## src/typec_params.svh

```systemverilog
`ifndef TYPEC_PARAMS_SVH
`define TYPEC_PARAMS_SVH

// register offsets
`define OFS_CONN_STATUS 8'h08
`define OFS_CONN_CTRL 8'h09
`define OFS_GEN_CTRL 8'h0a
`define OFS_REVISION 8'ha0

// general control field positions
`define GC_DEB_LSB 6
`define GC_MODE_LSB 4
`define GC_SRST_BIT 3
`define GC_PREF_LSB 1
`define GC_DTERM_BIT 0
// connection control field positions
`define CC_INT_BIT 4
`define CC_DUTY_LSB 1
`define CC_UFPACC_BIT 0

// reset values
`define GEN_CTRL_RST 8'h00
`define CONN_STATUS_RST 9'h001
// revision code, arbitrary
`define REVISION_VAL 8'h5a

// timing
`define CLK_KHZ 50000
`define DEB00_MS 168
`define DEB01_MS 118
`define DEB10_MS 134
`define DEB11_MS 152
`define SRST_CYC 16

// i2c target address, arbitrary
`define I2C_DEV_ADDR 7'h47

`endif

```

## src/typec_pkg.sv

```systemverilog
package typec_pkg;

  typedef struct packed {
    logic [1:0] cur_detect;
    logic active_cable_flag;
    logic [2:0] accessory;
    logic [1:0] attach;
    logic cable_dir;
  } conn_status_type;

  typedef struct packed {
    logic wr;
    logic rd;
    logic [7:0] addr;
    logic [7:0] wdata;
  } reg_req_type;

  typedef enum logic [1:0] {
    ROLE_DRP = 2'h0,
    ROLE_UFP = 2'h1,
    ROLE_DFP = 2'h2,
    ROLE_DRP_ALT = 2'h3
  } role_mode_type;

  typedef struct packed {
    role_mode_type mode;
    logic try_snk;
    logic try_src;
    logic term_en;
    logic cc_disable;
    logic [1:0] cur_adv;
    logic [1:0] drp_duty;
    logic ufp_acc_dis;
  } port_ctrl_type;

  typedef enum logic [4:0] {
    ST_IDLE = 5'h01,
    ST_DEV = 5'h02,
    ST_PTR = 5'h04,
    ST_WR = 5'h08,
    ST_RD = 5'h10
  } i2c_state_type;

endpackage

```

## src/typec_port_general_control.sv

```systemverilog
`timescale 1ns/1ps
`default_nettype none
`include "typec_params.svh"

// Overview of operation
// - debounce field picks CC debounce time
// - mode field picks DRP, UFP or DFP
// - mode field used only with I2C strap
// - soft reset bit starts reset, self-clears
// - soft reset returns status fields to defaults
// - preference field selects Try.SNK or Try.SRC
// - termination disable removes CC terminations
// - general control at 0x0A, resets 0x00
// - read-only revision register at 0xA0
// - interrupt output spares host from polling
// - advertise and detect 900mA, 1.5A, 3A
// - status change sets sticky interrupt bit
// - attach state encodes none, src, snk, acc
module typec_port_general_control import typec_pkg::*; #(
  parameter int DEB00_CYC = `DEB00_MS * `CLK_KHZ,
  parameter int DEB01_CYC = `DEB01_MS * `CLK_KHZ,
  parameter int DEB10_CYC = `DEB10_MS * `CLK_KHZ,
  parameter int DEB11_CYC = `DEB11_MS * `CLK_KHZ,
  parameter logic [7:0] REVISION = `REVISION_VAL
) (
  // clock and reset
  input wire logic ref_clk_i,
  input wire logic rst_i,
  // i2c pins
  input wire logic scl_i,
  input wire logic sda_i,
  output logic sda_o,
  output logic sda_oe_o,
  output logic int_n_o,
  // strap and role pins
  input wire logic addr_i2c_i,
  input wire logic [1:0] port_pin_i,
  // cc logic side
  input wire conn_status_type cc_status_i,
  output port_ctrl_type port_ctrl_o,
  output logic cc_logic_rst_o
);

  localparam int SRST_N = `SRST_CYC;

  reg_req_type req;
  logic [7:0] rdata;
  logic [1:0] strap_m_q;
  logic [3:0] pin_m_q;
  logic gen_wr, stat_wr, ctrl_wr, busy;

  logic [7:0] gen_q, gen_d;
  logic [1:0] adv_q, adv_d, duty_q, duty_d;
  logic ufpacc_q, ufpacc_d;
  logic [4:0] srst_q, srst_d;
  conn_status_type cand_q, cand_d, status_q, status_d;
  logic [23:0] deb_q, deb_d;
  logic int_q, int_d;
  role_mode_type mode_q, mode_d, mode_req;
  port_ctrl_type ctrl_q, ctrl_d;

  i2c_reg_target u_i2c (
    .ref_clk_i(ref_clk_i),
    .rst_i(rst_i),
    .scl_i(scl_i),
    .sda_i(sda_i),
    .sda_o(sda_o),
    .sda_oe_o(sda_oe_o),
    .req_o(req),
    .rdata_i(rdata)
  );

  function automatic logic [23:0] deb_limit(input logic [1:0] sel);
    case (sel)
      2'h0: deb_limit = 24'(DEB00_CYC);
      2'h1: deb_limit = 24'(DEB01_CYC);
      2'h2: deb_limit = 24'(DEB10_CYC);
      default: deb_limit = 24'(DEB11_CYC);
    endcase
  endfunction

  // strap and role pins come from outside the clock domain
  always_ff @(posedge ref_clk_i) begin
    if (rst_i) begin
      strap_m_q <= 2'h0;
      pin_m_q <= 4'h0;
    end else begin
      strap_m_q <= {strap_m_q[0], addr_i2c_i};
      pin_m_q <= {pin_m_q[1:0], port_pin_i};
    end
  end

  assign gen_wr = req.wr && req.addr == `OFS_GEN_CTRL;
  assign stat_wr = req.wr && req.addr == `OFS_CONN_STATUS;
  assign ctrl_wr = req.wr && req.addr == `OFS_CONN_CTRL;
  assign busy = srst_q != 5'h00;

  // read mux; revision ignores writes
  always_comb begin
    case (req.addr)
      `OFS_CONN_STATUS: rdata = {adv_q, status_q.cur_detect,
                                 status_q.accessory,
                                 status_q.active_cable_flag};
      `OFS_CONN_CTRL: rdata = {status_q.attach, status_q.cable_dir,
                               int_q, 1'b0, duty_q, ufpacc_q};
      `OFS_GEN_CTRL: rdata = {gen_q[7:4], busy, gen_q[2:0]};
      `OFS_REVISION: rdata = REVISION;
      default: rdata = 8'h00;
    endcase
  end

  // control registers
  always_comb begin
    gen_d = gen_q;
    adv_d = adv_q;
    duty_d = duty_q;
    ufpacc_d = ufpacc_q;
    srst_d = busy ? srst_q - 5'h01 : srst_q;
    // all fields writable but soft reset
    if (gen_wr) begin
      gen_d = req.wdata;
      gen_d[`GC_SRST_BIT] = 1'b0;
    end
    // start reset, retrigger ignored while busy
    if (gen_wr && req.wdata[`GC_SRST_BIT] && !busy) begin
      srst_d = 5'(SRST_N);
    end
    if (stat_wr) begin
      adv_d = req.wdata[7:6];
    end
    if (ctrl_wr) begin
      duty_d = req.wdata[`CC_DUTY_LSB +: 2];
      ufpacc_d = req.wdata[`CC_UFPACC_BIT];
    end
  end

  // status capture, debounce and interrupt
  always_comb begin
    cand_d = cc_status_i;
    status_d = status_q;
    deb_d = deb_q;
    // input must hold for the chosen time
    if (cc_status_i != cand_q) begin
      deb_d = 24'h000000;
    end else if (deb_q + 24'h000001 >= deb_limit(gen_q[7:6])) begin
      status_d = cand_q;
    end else begin
      deb_d = deb_q + 24'h000001;
    end
    // status held at defaults during soft reset
    if (busy) begin
      status_d = `CONN_STATUS_RST;
      deb_d = 24'h000000;
    end
    int_d = int_q;
    if (ctrl_wr && req.wdata[`CC_INT_BIT]) begin
      int_d = 1'b0;
    end
    if (status_d != status_q) begin
      int_d = 1'b1;
    end
  end

  // role and port control
  always_comb begin
    // field only when strapped for i2c and non-default
    if (strap_m_q[1] && gen_q[5:4] != 2'h0) begin
      mode_req = role_mode_type'(gen_q[5:4]);
    end else begin
      mode_req = role_mode_type'(pin_m_q[3:2]);
    end
    mode_d = mode_q;
    if (status_q.attach == 2'h0) begin
      mode_d = mode_req;
    end
    ctrl_d.mode = mode_q;
    // try behaviour only as dual role
    ctrl_d.try_snk = (mode_q == ROLE_DRP || mode_q == ROLE_DRP_ALT) &&
                     gen_q[2:1] == 2'h1;
    ctrl_d.try_src = (mode_q == ROLE_DRP || mode_q == ROLE_DRP_ALT) &&
                     gen_q[2:1] == 2'h3;
    ctrl_d.term_en = !gen_q[`GC_DTERM_BIT];
    ctrl_d.cc_disable = gen_q[`GC_DTERM_BIT];
    ctrl_d.cur_adv = adv_q;
    ctrl_d.drp_duty = duty_q;
    ctrl_d.ufp_acc_dis = ufpacc_q;
  end

  always_ff @(posedge ref_clk_i) begin
    if (rst_i) begin
      gen_q <= `GEN_CTRL_RST;
      adv_q <= 2'h0;
      duty_q <= 2'h0;
      ufpacc_q <= 1'b0;
      srst_q <= 5'h00;
      cand_q <= `CONN_STATUS_RST;
      status_q <= `CONN_STATUS_RST;
      deb_q <= 24'h000000;
      int_q <= 1'b0;
      mode_q <= ROLE_DRP;
      ctrl_q <= '0;
    end else begin
      gen_q <= gen_d;
      adv_q <= adv_d;
      duty_q <= duty_d;
      ufpacc_q <= ufpacc_d;
      srst_q <= srst_d;
      cand_q <= cand_d;
      status_q <= status_d;
      deb_q <= deb_d;
      int_q <= int_d;
      mode_q <= mode_d;
      ctrl_q <= ctrl_d;
    end
  end

  // open-drain style interrupt, low while pending
  assign int_n_o = !int_q;
  assign port_ctrl_o = ctrl_q;
  assign cc_logic_rst_o = busy;
endmodule

`default_nettype wire

```

## src/i2c_reg_target.sv

```systemverilog
`timescale 1ns/1ps
`default_nettype none
`include "typec_params.svh"

module i2c_reg_target import typec_pkg::*; #(
  parameter logic [6:0] DEV_ADDR = `I2C_DEV_ADDR
) (
  // clock and reset
  input wire logic ref_clk_i,
  input wire logic rst_i,
  // i2c pins
  input wire logic scl_i,
  input wire logic sda_i,
  output logic sda_o,
  output logic sda_oe_o,
  // register side
  output reg_req_type req_o,
  input wire logic [7:0] rdata_i
);

  logic [1:0] scl_m_q, sda_m_q;
  logic scl_p_q, sda_p_q;
  logic start, stop, rise, fall;
  i2c_state_type st_q, st_d;
  logic [3:0] cnt_q, cnt_d;
  logic [7:0] sh_q, sh_d, ptr_q, ptr_d;
  logic rw_q, rw_d, oe_q, oe_d;
  reg_req_type req_q, req_d;

  always_ff @(posedge ref_clk_i) begin
    if (rst_i) begin
      scl_m_q <= 2'h3;
      sda_m_q <= 2'h3;
      scl_p_q <= 1'b1;
      sda_p_q <= 1'b1;
    end else begin
      scl_m_q <= {scl_m_q[0], scl_i};
      sda_m_q <= {sda_m_q[0], sda_i};
      scl_p_q <= scl_m_q[1];
      sda_p_q <= sda_m_q[1];
    end
  end

  assign start = scl_m_q[1] & sda_p_q & ~sda_m_q[1];
  assign stop = scl_m_q[1] & ~sda_p_q & sda_m_q[1];
  assign rise = scl_m_q[1] & ~scl_p_q;
  assign fall = ~scl_m_q[1] & scl_p_q;

  always_comb begin
    st_d = st_q;
    cnt_d = cnt_q;
    sh_d = sh_q;
    ptr_d = ptr_q;
    rw_d = rw_q;
    oe_d = oe_q;
    req_d = '0;
    req_d.addr = ptr_q;
    req_d.wdata = sh_q;
    if (start) begin
      st_d = ST_DEV;
      cnt_d = 4'h0;
      oe_d = 1'b0;
    end else if (stop) begin
      st_d = ST_IDLE;
      oe_d = 1'b0;
    end else if (rise) begin
      if (st_q == ST_RD) begin
        if (cnt_q < 4'h8) begin
          cnt_d = cnt_q + 4'h1;
        end else if (sda_m_q[1]) begin
          // master nack ends the read
          st_d = ST_IDLE;
        end
      end else if (st_q != ST_IDLE && cnt_q < 4'h8) begin
        sh_d = {sh_q[6:0], sda_m_q[1]};
        cnt_d = cnt_q + 4'h1;
      end
    end else if (fall) begin
      if (st_q == ST_RD) begin
        if (cnt_q == 4'h8) begin
          oe_d = 1'b0;
          cnt_d = 4'h9;
        end else if (cnt_q == 4'h9) begin
          cnt_d = 4'h0;
          sh_d = rdata_i;
          oe_d = ~rdata_i[7];
          req_d.rd = 1'b1;
          ptr_d = ptr_q + 8'h01;
        end else if (cnt_q != 4'h0) begin
          sh_d = {sh_q[6:0], 1'b1};
          oe_d = ~sh_q[6];
        end
      end else if (st_q != ST_IDLE && cnt_q == 4'h8) begin
        cnt_d = 4'h9;
        oe_d = 1'b1;
        case (st_q)
          ST_DEV: begin
            rw_d = sh_q[0];
            if (sh_q[7:1] != DEV_ADDR) begin
              st_d = ST_IDLE;
              oe_d = 1'b0;
            end
          end
          ST_PTR: ptr_d = sh_q;
          ST_WR: req_d.wr = 1'b1;
          default: ;
        endcase
      end else if (st_q != ST_IDLE && cnt_q == 4'h9) begin
        cnt_d = 4'h0;
        oe_d = 1'b0;
        case (st_q)
          ST_DEV: begin
            if (rw_q) begin
              st_d = ST_RD;
              sh_d = rdata_i;
              oe_d = ~rdata_i[7];
              req_d.rd = 1'b1;
              ptr_d = ptr_q + 8'h01;
            end else begin
              st_d = ST_PTR;
            end
          end
          ST_PTR: st_d = ST_WR;
          ST_WR: ptr_d = ptr_q + 8'h01;
          default: ;
        endcase
      end
    end
  end

  always_ff @(posedge ref_clk_i) begin
    if (rst_i) begin
      st_q <= ST_IDLE;
      cnt_q <= 4'h0;
      sh_q <= 8'h00;
      ptr_q <= 8'h00;
      rw_q <= 1'b0;
      oe_q <= 1'b0;
      req_q <= '0;
    end else begin
      st_q <= st_d;
      cnt_q <= cnt_d;
      sh_q <= sh_d;
      ptr_q <= ptr_d;
      rw_q <= rw_d;
      oe_q <= oe_d;
      req_q <= req_d;
    end
  end

  // open drain: only ever pulls low
  assign sda_o = 1'b0;
  assign sda_oe_o = oe_q;
  assign req_o = req_q;

endmodule

`default_nettype wire

```

## config.mk

```make
export PLATFORM = sky130hd
export DESIGN_NAME = typec_port_general_control
export DESIGN_NICKNAME = d
export VERILOG_FILES = /design/src/typec_pkg.sv /design/src/typec_port_general_control.sv /design/src/i2c_reg_target.sv
export VERILOG_INCLUDE_DIRS = /design/src
export SDC_FILE = /design/constraint.sdc
export NUM_CORES = 1
export LEC_CHECK = 0
export ABC_AREA = 1
export ABC_CLOCK_PERIOD_IN_PS = 4310
export BUFFER_PORTS_ARGS = -buffer_cell sky130_fd_sc_hd__buf_2
export CORE_ASPECT_RATIO = 1.4
export CORE_MARGIN = 2
export CORE_UTILIZATION = 32
export CTS_CLUSTER_DIAMETER = 200
export DETAILED_ROUTE_END_ITERATION = 6
export HOLD_SLACK_MARGIN = 0.05
export PLACE_DENSITY = 0.49
export SYNTH_ARGS = -nofsm -noshare
export SYNTH_HDL_FRONTEND = slang
export SYNTH_HIERARCHICAL = 1
export SYNTH_SLANG_ARGS = --single-unit
```

## constraint.sdc

```tcl
create_clock -name ref_clk_i -period 4.31 [get_ports ref_clk_i]
set_input_delay 0.431 -clock ref_clk_i [delete_from_list [all_inputs] [get_ports ref_clk_i]]
set_output_delay 0.431 -clock ref_clk_i [all_outputs]
set_load 0.02 [all_outputs]
```

# Yosys cells after proc, flatten, opt, wreduce, memory -nomap -nowiden
# Index checks and enable logic that the tools add are counted.
word_totals:
  word_cells: 225
  in_bits: 16
  reg_bits: 129
op_classes:
  reduce_logical: 44
  n_lt_le_gt_ge: 2
  n_bitwise: 18
  eq_ne: 48
  muxes: 66
  add_sub_neg: 4
ops:
  columns: ["op", "n"]
  rows:
  - ["$mux 8", 19]
  - ["$pmux 24 s3", 1]
  - ["$mux 5", 13]
  - ["$mux 4", 10]
  - ["$pmux 8 s4", 1]
  - ["$mux 9", 3]
  - ["$add 24x1->24 const B", 1]
  - ["$eq 8x4->1 const B", 3]
  - ["$ge 24x24->1", 1]
  - ["$mux 24", 1]
  - ["$ne 4x4->1 const B", 5]
  - ["$ne 6x4->1 const B", 3]
  - ["$ne 9x9->1", 2]
  - ["$reduce_and 9->1", 2]
  - ["$pmux 8 s2", 1]
  - ["$reduce_bool 4->1", 4]
  - ["$mux 1", 13]
  - ["$logic_and 1x1->1", 12]
  - ["$ne 2x2->1 const B", 6]
  - ["$ne 4x1->1 const B", 3]
  - ["$not 1->1", 12]
  - ["$reduce_bool 3->1", 4]
  - ["$reduce_and 11->1", 1]
  - ["$pmux 5 s2", 1]
  - ["other kinds (36)", 60]

# Depth between registers and ports, before layout
# Gate-level depths: netlist of run 1.
depth:
  ltp_word: 9
  mapped_depth: 27
  mapped_depth_nobuf: 26

# Modules after synthesis
# The synthesis of run 1 kept the hierarchy.
by_module_without_submodules:
  columns: ["module", "instances", "cells_each", "area_per_inst_um2"]
  rows:
  - ["typec_port_general_control", 1, 613, 4354.2]
  - ["i2c_reg_target", 1, 391, 2688.8]

# Least setup slack after synthesis of run 1
# OpenSTA, ideal clock, no wires.
synth_path:
  path_kind: "register -> register"
  startpoint: "register deb_q[0]"
  endpoint: "register int_q"
  required_ns: 4.179
  setup_time_ns: 0.131
  slack_ns: 1.031
  path_buffers: 0
  period_less_slack_ns: 3.279
  arrival_time_ns: 3.148
  path_stages_with_launch: 26
  cell_sequence: "dfxtp_1 ha_1 nand3_1 nor2_1 nand2_1 nor2_1 nand3_1 nor2_1 xor2_1 inv_1 ha_1 nand2_1 nor2_1 nand2_1 nor2_1 nand2_1 nor2_1 nand2_1 nand3_2 nand2_1 nand2_1 nand3_1 nand2_1 nand3_2 nor2_1 a21oi_2"
synth_between:
  elab_chain_len: 7
  elab_cells_between_ends: 8
  cone_classes: "1 x add/sub; 1 x order compare; 1 x eq/ne; 4 x mux; 1 x reduce/logical"
synth_rtl:
  columns: ["item", "line_no", "rtl"]
  rows:
  - ["from (decl)", "typec_port_general_control.sv:57", "logic [23:0] deb_q, deb_d;"]
  - ["from (signal assigned)", "typec_port_general_control.sv:198", "deb_q <= 24'h000000;"]
  - ["from (signal assigned)", "typec_port_general_control.sv:210", "deb_q <= deb_d;"]
  - ["$add 24x1->24 *", "typec_port_general_control.sv:145", "end else if (deb_q + 24'h000001 >= deb_limit(gen_q[7:6])) begin"]
  - ["$ge 24x24->1 *", "typec_port_general_control.sv:145", null]
  - ["$mux 9 *", "typec_port_general_control.sv:145", null]
  - ["$mux 9 *", "typec_port_general_control.sv:143", "if (cc_status_i != cand_q) begin"]
  - ["$mux 9 *", "typec_port_general_control.sv:151", "if (busy) begin"]
  - ["$ne 9x9->1 *", "typec_port_general_control.sv:159", "if (status_d != status_q) begin"]
  - ["$mux 1 or $reduce_bool 2->1 (tied branches)", null, null]
  - ["to (signal assigned)", "typec_port_general_control.sv:211", "int_q <= int_d;"]
  - ["to (decl)", "typec_port_general_control.sv:58", "logic int_q, int_d;"]
# Mark *: on every way between the ends. The rest lies on a longest branch, timed or not.
# A chain may end at the register's enable or synchronous reset.

# Worst setup path in the final report of run 1
layout_path:
  startpoint: "register deb_q[10]"
  endpoint: "register int_q"
# Same word-level chain as after synthesis.

==> results of run 1 <==
==> cells in the final DEF, fill, tap and decap left out, drive strengths merged, types with 2 or more instances in the layout <==
cell / n
dfxtp: 129
xnor2: 8
nor3: 10
nor2: 176
nor4: 4
o221ai: 3
inv: 151
nand3: 55
a22oi: 2
a21oi: 49
nand3b: 4
a211oi: 11
clkbuf: 18
bufinv: 2
or2: 6
o2111ai: 3
buf: 36
o211ai: 2
nand4: 34
o21ai: 63
o21bai: 2
nand2: 206
xor2: 17
ha: 32
clkinv: 7
a31oi: 3
==> per-stage QoR <==
stage               utilization [%]  std cells
floorplan                         -       1000
global placement              34.31       1308
detailed placement            34.31       1308
CTS                           36.95       1338
global route                  36.95       1338
finish                        36.95       1338
==> power by group <==
part           total (mW)  switching, mW  internal, mW
clock network        1.44          0.573         0.864
registers            1.26         0.0277          1.23
logic               0.347          0.243         0.103
total                3.04          0.844          2.20
==> layer usage <==
| metal | wire length [um] | part of all wire, % | vias to the layer above | track usage, % |
|---|---|---|---|---|
| met3 | 515 | 2.9 | 22 | 2.954 |
| met4 | 385 | 2.2 | 0 | 6.839 |
| li1 | - | - | 3269 | - |
| met2 | 9042 | 52 | 91 | 29.61 |
| met1 | 7570 | 43 | 2823 | 18.23 |
| met5 | 0 | 0 | - | 0 |
==> registers in the layout, summed over array words and instances, names as in the netlist, 5 cells and up <==
| signal | count |
|---|---|
| cand_q | 9 |
| u_i2c/st_q | 5 |
| u_i2c/ptr_q | 8 |
| port_ctrl_o | 11 |
| deb_q | 24 |
| u_i2c/req_o | 17 |
| u_i2c/sh_q | 8 |
| status_q | 9 |
| gen_q | 7 |
| srst_q | 5 |
==> how the worst max path moves through the flow <==
stage | from | to | slack, ps | cells past startpoint
2_1_floorplan | deb_q[0] | int_q | 1030 | 25
3_3_place_gp | deb_q[9] | int_q | 570 | 23
3_5_place_dp | deb_q[10] | int_q | 530 | 23
4_1_cts | deb_q[10] | int_q | 510 | 23
5_1_grt | deb_q[10] | int_q | 40 | 23
6_report | deb_q[10] | int_q | 520 | 23
==> cell type report <==
type	instances	area, um2	share of cell area [%]
clock buffers	18	439.2	5.477
clock inverters	12	135.1	1.685
inverters	149	559.3	6.975
multi-input cells	697	3734	46.56
flip-flops and latches	129	2582	32.20
well taps	297	371.6	4.634
repair buffers	36	197.7	2.465
==> worst max-delay path: cells and delay by family, from the launching register on <==
kind / cells / cell delay (ps)
compound gates: 2 / 260
xor+xnor: 1 / 210
fa+ha+maj: 1 / 280
buf+inv: 1 / 80
flops: 1 / 380
simple gates: 18 / 2540
==> results.md, run 1 <==
- Outcome: finished clean
- Die area: 23,120 um2
- DR WL/cell: 13.09 um
- Slowest CP cell: nor4_1
- HP Class: input pin to flop
- Layout cells sized above 1: 12.30%
- DR vias: 6,205
- Routed WL: 17,510 um
- Die Span X: 129.1 um
- WHS Path Cells: 2
- Largest net degree at the start of global routing: 33
- Gate Count Post-Synth: 1,000
- WP data arrival: 4150 ps
- Max-slew violation count: 0
- Synth-to-layout area growth: 14.41%
- Most frequent cell on the critical path: nand2_1
- Critical-path cell list: nand2_1, nor4_1, nand2_1, nor2_1, nand3_1, nor2_1, xor2_1, inv_1, ha_1, nand2_1, nor2_1, nand2_1, nor2_1, nand2_1, nor3_4, nor2_4, nor2_4, nand2_1, a21oi_1, nor2_1, nand2_1, nor2_1, a21oi_2
- Final hold vios: 0
- Die outline height: 179.1 um
- 1st-iter DRT viols: 337
- Hpwl dp: 13,210 um
- Post-cts sizing count: 0
- Critical Path Sink Type: flop
- HP Start: scl_i
- Final ANT Viol Nets: 0
- Number of global-route vias before repair: 6,070
- Worst relative slew slack: 47.65%
- Max Fanout on Critical Path: 11
- Worst setup SP type: flop
- R2R Path End: int_q
- Initial Utilization: 32.30%
- Power Total: 3.042 mW
- Post-Synthesis Net Count: 1,048
- CP Data Required Time: 4680 ps
- Max-cap check violation count: 0
- Final WS setup: 524.9 ps
- Core area: 21,700 um2
- First-pass GRT wire length: 29,380 um
- Final setup TNS: 0 ps
- GP Congestion: 0.8888
- Fin area: 8019 um2
- Clk_skew: 10.22 ps
- Fin crit share: 87.82%
- Vias/cell: 4.638
- Final setup fails: 0
- RR Startpoint: deb_q[10]
- Num rows: 64
- Fill count: 2,322
- CTS max path bufs: 2
- Hold slack: 177.3 ps
- Hold endpoint: u_i2c/scl_m_q[0]
- R2R depth: 23
- Worst VDD drop: 0.2758 mV
- Clock-pin transition on the worst setup and hold timing paths: 60 ps
- Clk root buf: clkbuf_16
- Num CTS Buffers: 17
- Antenna fix cells: 0
- # IOs: 31
- P_leak: 3.528 nW
- Clock latency on the worst-skew pair: 430 ps
- Slew @ Worst Pin: 781.0 ps
- Unrepaired setup endpoints after global routing: no
- PortBufs: 29
- FMAX: 0.2642 GHz
- Syn Area/Cell: 7.009 um2
- Placed Instance Area: 7445 um2
- H-Tree Depth: 4
- Global route overflow: 0
- DRT Pass-1 Iters: 7
- Overall global routing resource usage: 16.18%
- Initial antenna violation count: 0
- Setup bufs post-CTS: 0
- Nets: 1,078
- Crit path kind: flop to flop
- Power Density: 379.3 nW/um2
- DRC errors left: 0
- Hold-fix buffers, CTS: 0
- TritonCTS clock tree: yes
- Yosys warns: 6
- Cell Area, Synth: 7009 um2
- Critical Path Max Stage Delay: 420 ps
- Clock sink count: 129
- R2r setup slk: 520 ps
- Final period demand of the worst path: 3785 ps
- Setup WS pre-CTS: 525.7 ps
No activity file was read; power rests on OpenSTA's default activity.
==> run 2, diff against run 1 <==
--- a/config.mk
+++ b/config.mk
@@ -7,11 +7,12 @@
 export NUM_CORES = 1
 export LEC_CHECK = 0
 export ABC_AREA = 1
-export ABC_CLOCK_PERIOD_IN_PS = 4310
+export ABC_CLOCK_PERIOD_IN_PS = 3550
 export BUFFER_PORTS_ARGS = -buffer_cell sky130_fd_sc_hd__buf_2
 export CORE_ASPECT_RATIO = 1.4
 export CORE_MARGIN = 2
 export CORE_UTILIZATION = 32
+export CTS_BUF_LIST = sky130_fd_sc_hd__clkbuf_16
 export CTS_CLUSTER_DIAMETER = 200
 export DETAILED_ROUTE_END_ITERATION = 6
 export HOLD_SLACK_MARGIN = 0.05
==> constraint.sdc (replaced) <==
create_clock -name ref_clk_i -period 3.55 [get_ports ref_clk_i]
set_input_delay 0.355 -clock ref_clk_i [delete_from_list [all_inputs] [get_ports ref_clk_i]]
set_output_delay 0.355 -clock ref_clk_i [all_outputs]
set_load 0.02 [all_outputs]
==> results.md, run 2 (synthesized netlist as in run 1, its figures left out) <==
- Commonest non-fill, non-tap cell in the layout: nand2_1
- Largest net degree at the start of global routing: 56 (+70%)
- Num rows: 64 (unchanged)
- Worst VDD drop: 0.3524 mV (+28%)
- First-pass GRT wire length: 30,040 um (+2.2%)
- TritonCTS clock tree: yes
- Final ANT Viol Nets: 0 (unchanged)
- Max-cap check violation count: 0 (unchanged)
- Vias/cell: 4.589 (-1.0%)
- R2r setup slk: 140 ps (-380 ps)
- DR vias: 6,315 (+1.8%)
- Core area: 21,700 um2 (unchanged)
- Most frequent cells in the layout: 188 x nand2_1, 152 x nor2_1, 142 x inv_1, 125 x dfxtp_1, 60 x o21ai_0
- Critical Path Start: deb_q[6]
- HP Class: input pin to flop
- WP data arrival: 3700 ps (-450 ps)
- Psw: 1.075 mW (+27%)
- Top reg by flops: deb_q
- 1st-iter DRT viols: 320 (-5.0%)
- Clk root buf: clkbuf_16
- Fill count: 2,282 (-1.7%)
- PortBufs: 29 (unchanged)
- Clock latency on the worst-skew pair: 430 ps (about the same)
- Fin area: 8427 um2 (+5.1%)
- Initial antenna violation count: 0 (unchanged)
- Clock sink count: 129 (unchanged)
- Nets: 1,114 (+3.3%)
- RR Startpoint: deb_q[6]
- Routed WL: 18,330 um (+4.7%)
- H-Tree Depth: 4 (unchanged)
- Layout cells sized above 1: 17.33% (+5.0 points)
- CTS max path bufs: 2 (unchanged)
- Number of global-route vias before repair: 6,156 (+1.4%)
- Initial Utilization: 32.30% (unchanged)
- GP Congestion: 0.8365 (-5.9%)
- Clock power share: 46.2% (-1.0 points)
- # IOs: 31 (unchanged)
- Max Fanout on Critical Path: 5 (-6)
- Critical Path Sink Type: flop
- Hpwl dp: 13,600 um (+2.9%)
- DRC errors left: 0 (unchanged)
- Power Density: 452.2 nW/um2 (+19%)
- Final hold vios: 0 (unchanged)
- Outcome: finished clean
- Final period demand of the worst path: 3406 ps (-379.4 ps)
- Synth-to-layout area growth: 20.22%
- Crit path kind: flop to flop
- GR Util met3: 3.432% (+0.48 points)
- Clock-pin transition on the worst setup and hold timing paths: 60 ps (about the same)
- Die Span X: 129.1 um (unchanged)
- Global routing usage on met2: 30.51% (+0.90 points)
- GR peak layer: met2
- Non-Filler Instances: 1,376 (+2.8%)
- Placed Instance Area: 7682 um2 (+3.2%)
- FMAX: 0.2936 GHz (+11%)
- R2R depth: 26 (+13%)
- DR WL/cell: 13.32 um (+1.8%)
- Antenna fix cells: 0 (unchanged)
- Max-slew violation count: 0 (unchanged)
- Pint: 2.736 mW (+24%)
- Sw Ratio: 28.20% (+0.45 points)
- Hold-fix buffers, CTS: 0 (unchanged)
- Die area: 23,120 um2 (unchanged)
- Critical Path Sink: int_q
- Max reg flops: 24 (unchanged)
- Sequential Power Share: 40.1% (-1.3 points)
- Global route overflow: 0 (unchanged)
- Met1 Use GR: 18.65% (+0.42 points)
- Clk_skew: 8.848 ps (-1.368 ps)
- R2R Path End: int_q
- Unrepaired setup endpoints after global routing: yes
- Fin crit share: 95.94% (+8.1 points)
- Final setup TNS: 0 ps (unchanged)
- DRT Pass-1 Iters: 5 (-2)
- Comb power frac: 13.7% (+2.3 points)
- P_leak: 3.735 nW (+5.8%)
- Final setup fails: 0 (unchanged)
- Num CTS Buffers: 17 (unchanged)
- Cell Count Post-Placement: 1,338 (+2.3%)
- CP Data Required Time: 3840 ps (-840 ps)
- Worst relative slew slack: 52.20% (+4.6 points)
- Worst setup SP type: flop
- Setup WS pre-CTS: 8.061 ps (-517.6 ps)
- Slew @ Worst Pin: 711.5 ps (-69.52 ps)
- Overall global routing resource usage: 16.69% (+0.51 points)
- Die outline height: 179.1 um (unchanged)
- Final WS setup: 144.3 ps (-380.6 ps)
run 2: critical path, cell delays in order (launching register included):
cell and delay [ps]:
dfxtp_2 330, buf_6 100, nand4_1 90, nor4_2 250, nand2_1 120, nor2_2 140, nand3_2 90, buf_4 150
xor2_1 260, ha_1 290, nand2_1 80, inv_1 40, nand2_1 50, nand2_1 50, nand2_1 70, nand2_1 90
a21oi_4 210, nand3_4 140, buf_6 150, nand3_2 50, nand2_2 50, nand2_1 80, nand2_1 60, nor2_1 80
nand2_1 60, nor2_2 120, a21oi_2 60
run 2: final cells by class:
type / instances / area [um2] / area share, %
Multi-Input combinational cell: 698 / 3841 / 45.58
Inverter: 149 / 559.3 / 6.637
Timing Repair Buffer: 71 / 480.5 / 5.702
Sequential cell: 129 / 2592 / 30.76
Tap cell: 297 / 371.6 / 4.410
Clock inverter: 15 / 156.4 / 1.856
Clock buffer: 17 / 425.4 / 5.048
run 2: how the worst min path moves through the flow:
stage,from,to,slack [ps],cells past startpoint
after global routing,scl_i,u_i2c/scl_m_q[0],90,2
after floorplan,pin_m_q[0],pin_m_q[2],390,2
after CTS,sda_i,u_i2c/sda_m_q[0],90,2
after global placement,u_i2c/sda_m_q[0],u_i2c/sda_m_q[1],390,1
after detailed placement,u_i2c/scl_m_q[0],u_i2c/scl_m_q[1],390,1
final,sda_i,u_i2c/sda_m_q[0],100,2
run 2: per-stage QoR:
step	total power [mW]	hold slack, ps	util [%]
after floorplan	1.888	388.3	-
after global placement	2.062	393.4	35.40
after detailed placement	2.063	394.0	35.40
after CTS	3.848	85.83	38.09
after global routing	3.988	87.61	38.83
final	3.811	104.2	38.83
run 2: routing by layer:
metal  wire [um]  vias to the layer above
met4         534                        0
met2        9527                       75
met3         428                       34
met1        7839                     2864
li1            -                     3342
met5           0                        -
run 2: power groups by stage:
stage	registers [mW]	clock network (mW)	logic (mW)
after global placement	1.56	0	0.501
after CTS	1.53	1.82	0.504
after floorplan	1.55	0	0.337
after detailed placement	1.56	0	0.503
final	1.53	1.76	0.523
after global routing	1.53	1.87	0.584
run 2: what timing repair did:
action,4_1_cts,5_1_grt
setup endpoints to repair,1,34
buffers inserted,0,5
pin swaps,0,14
cloned,0,1
gates resized for setup,1,30
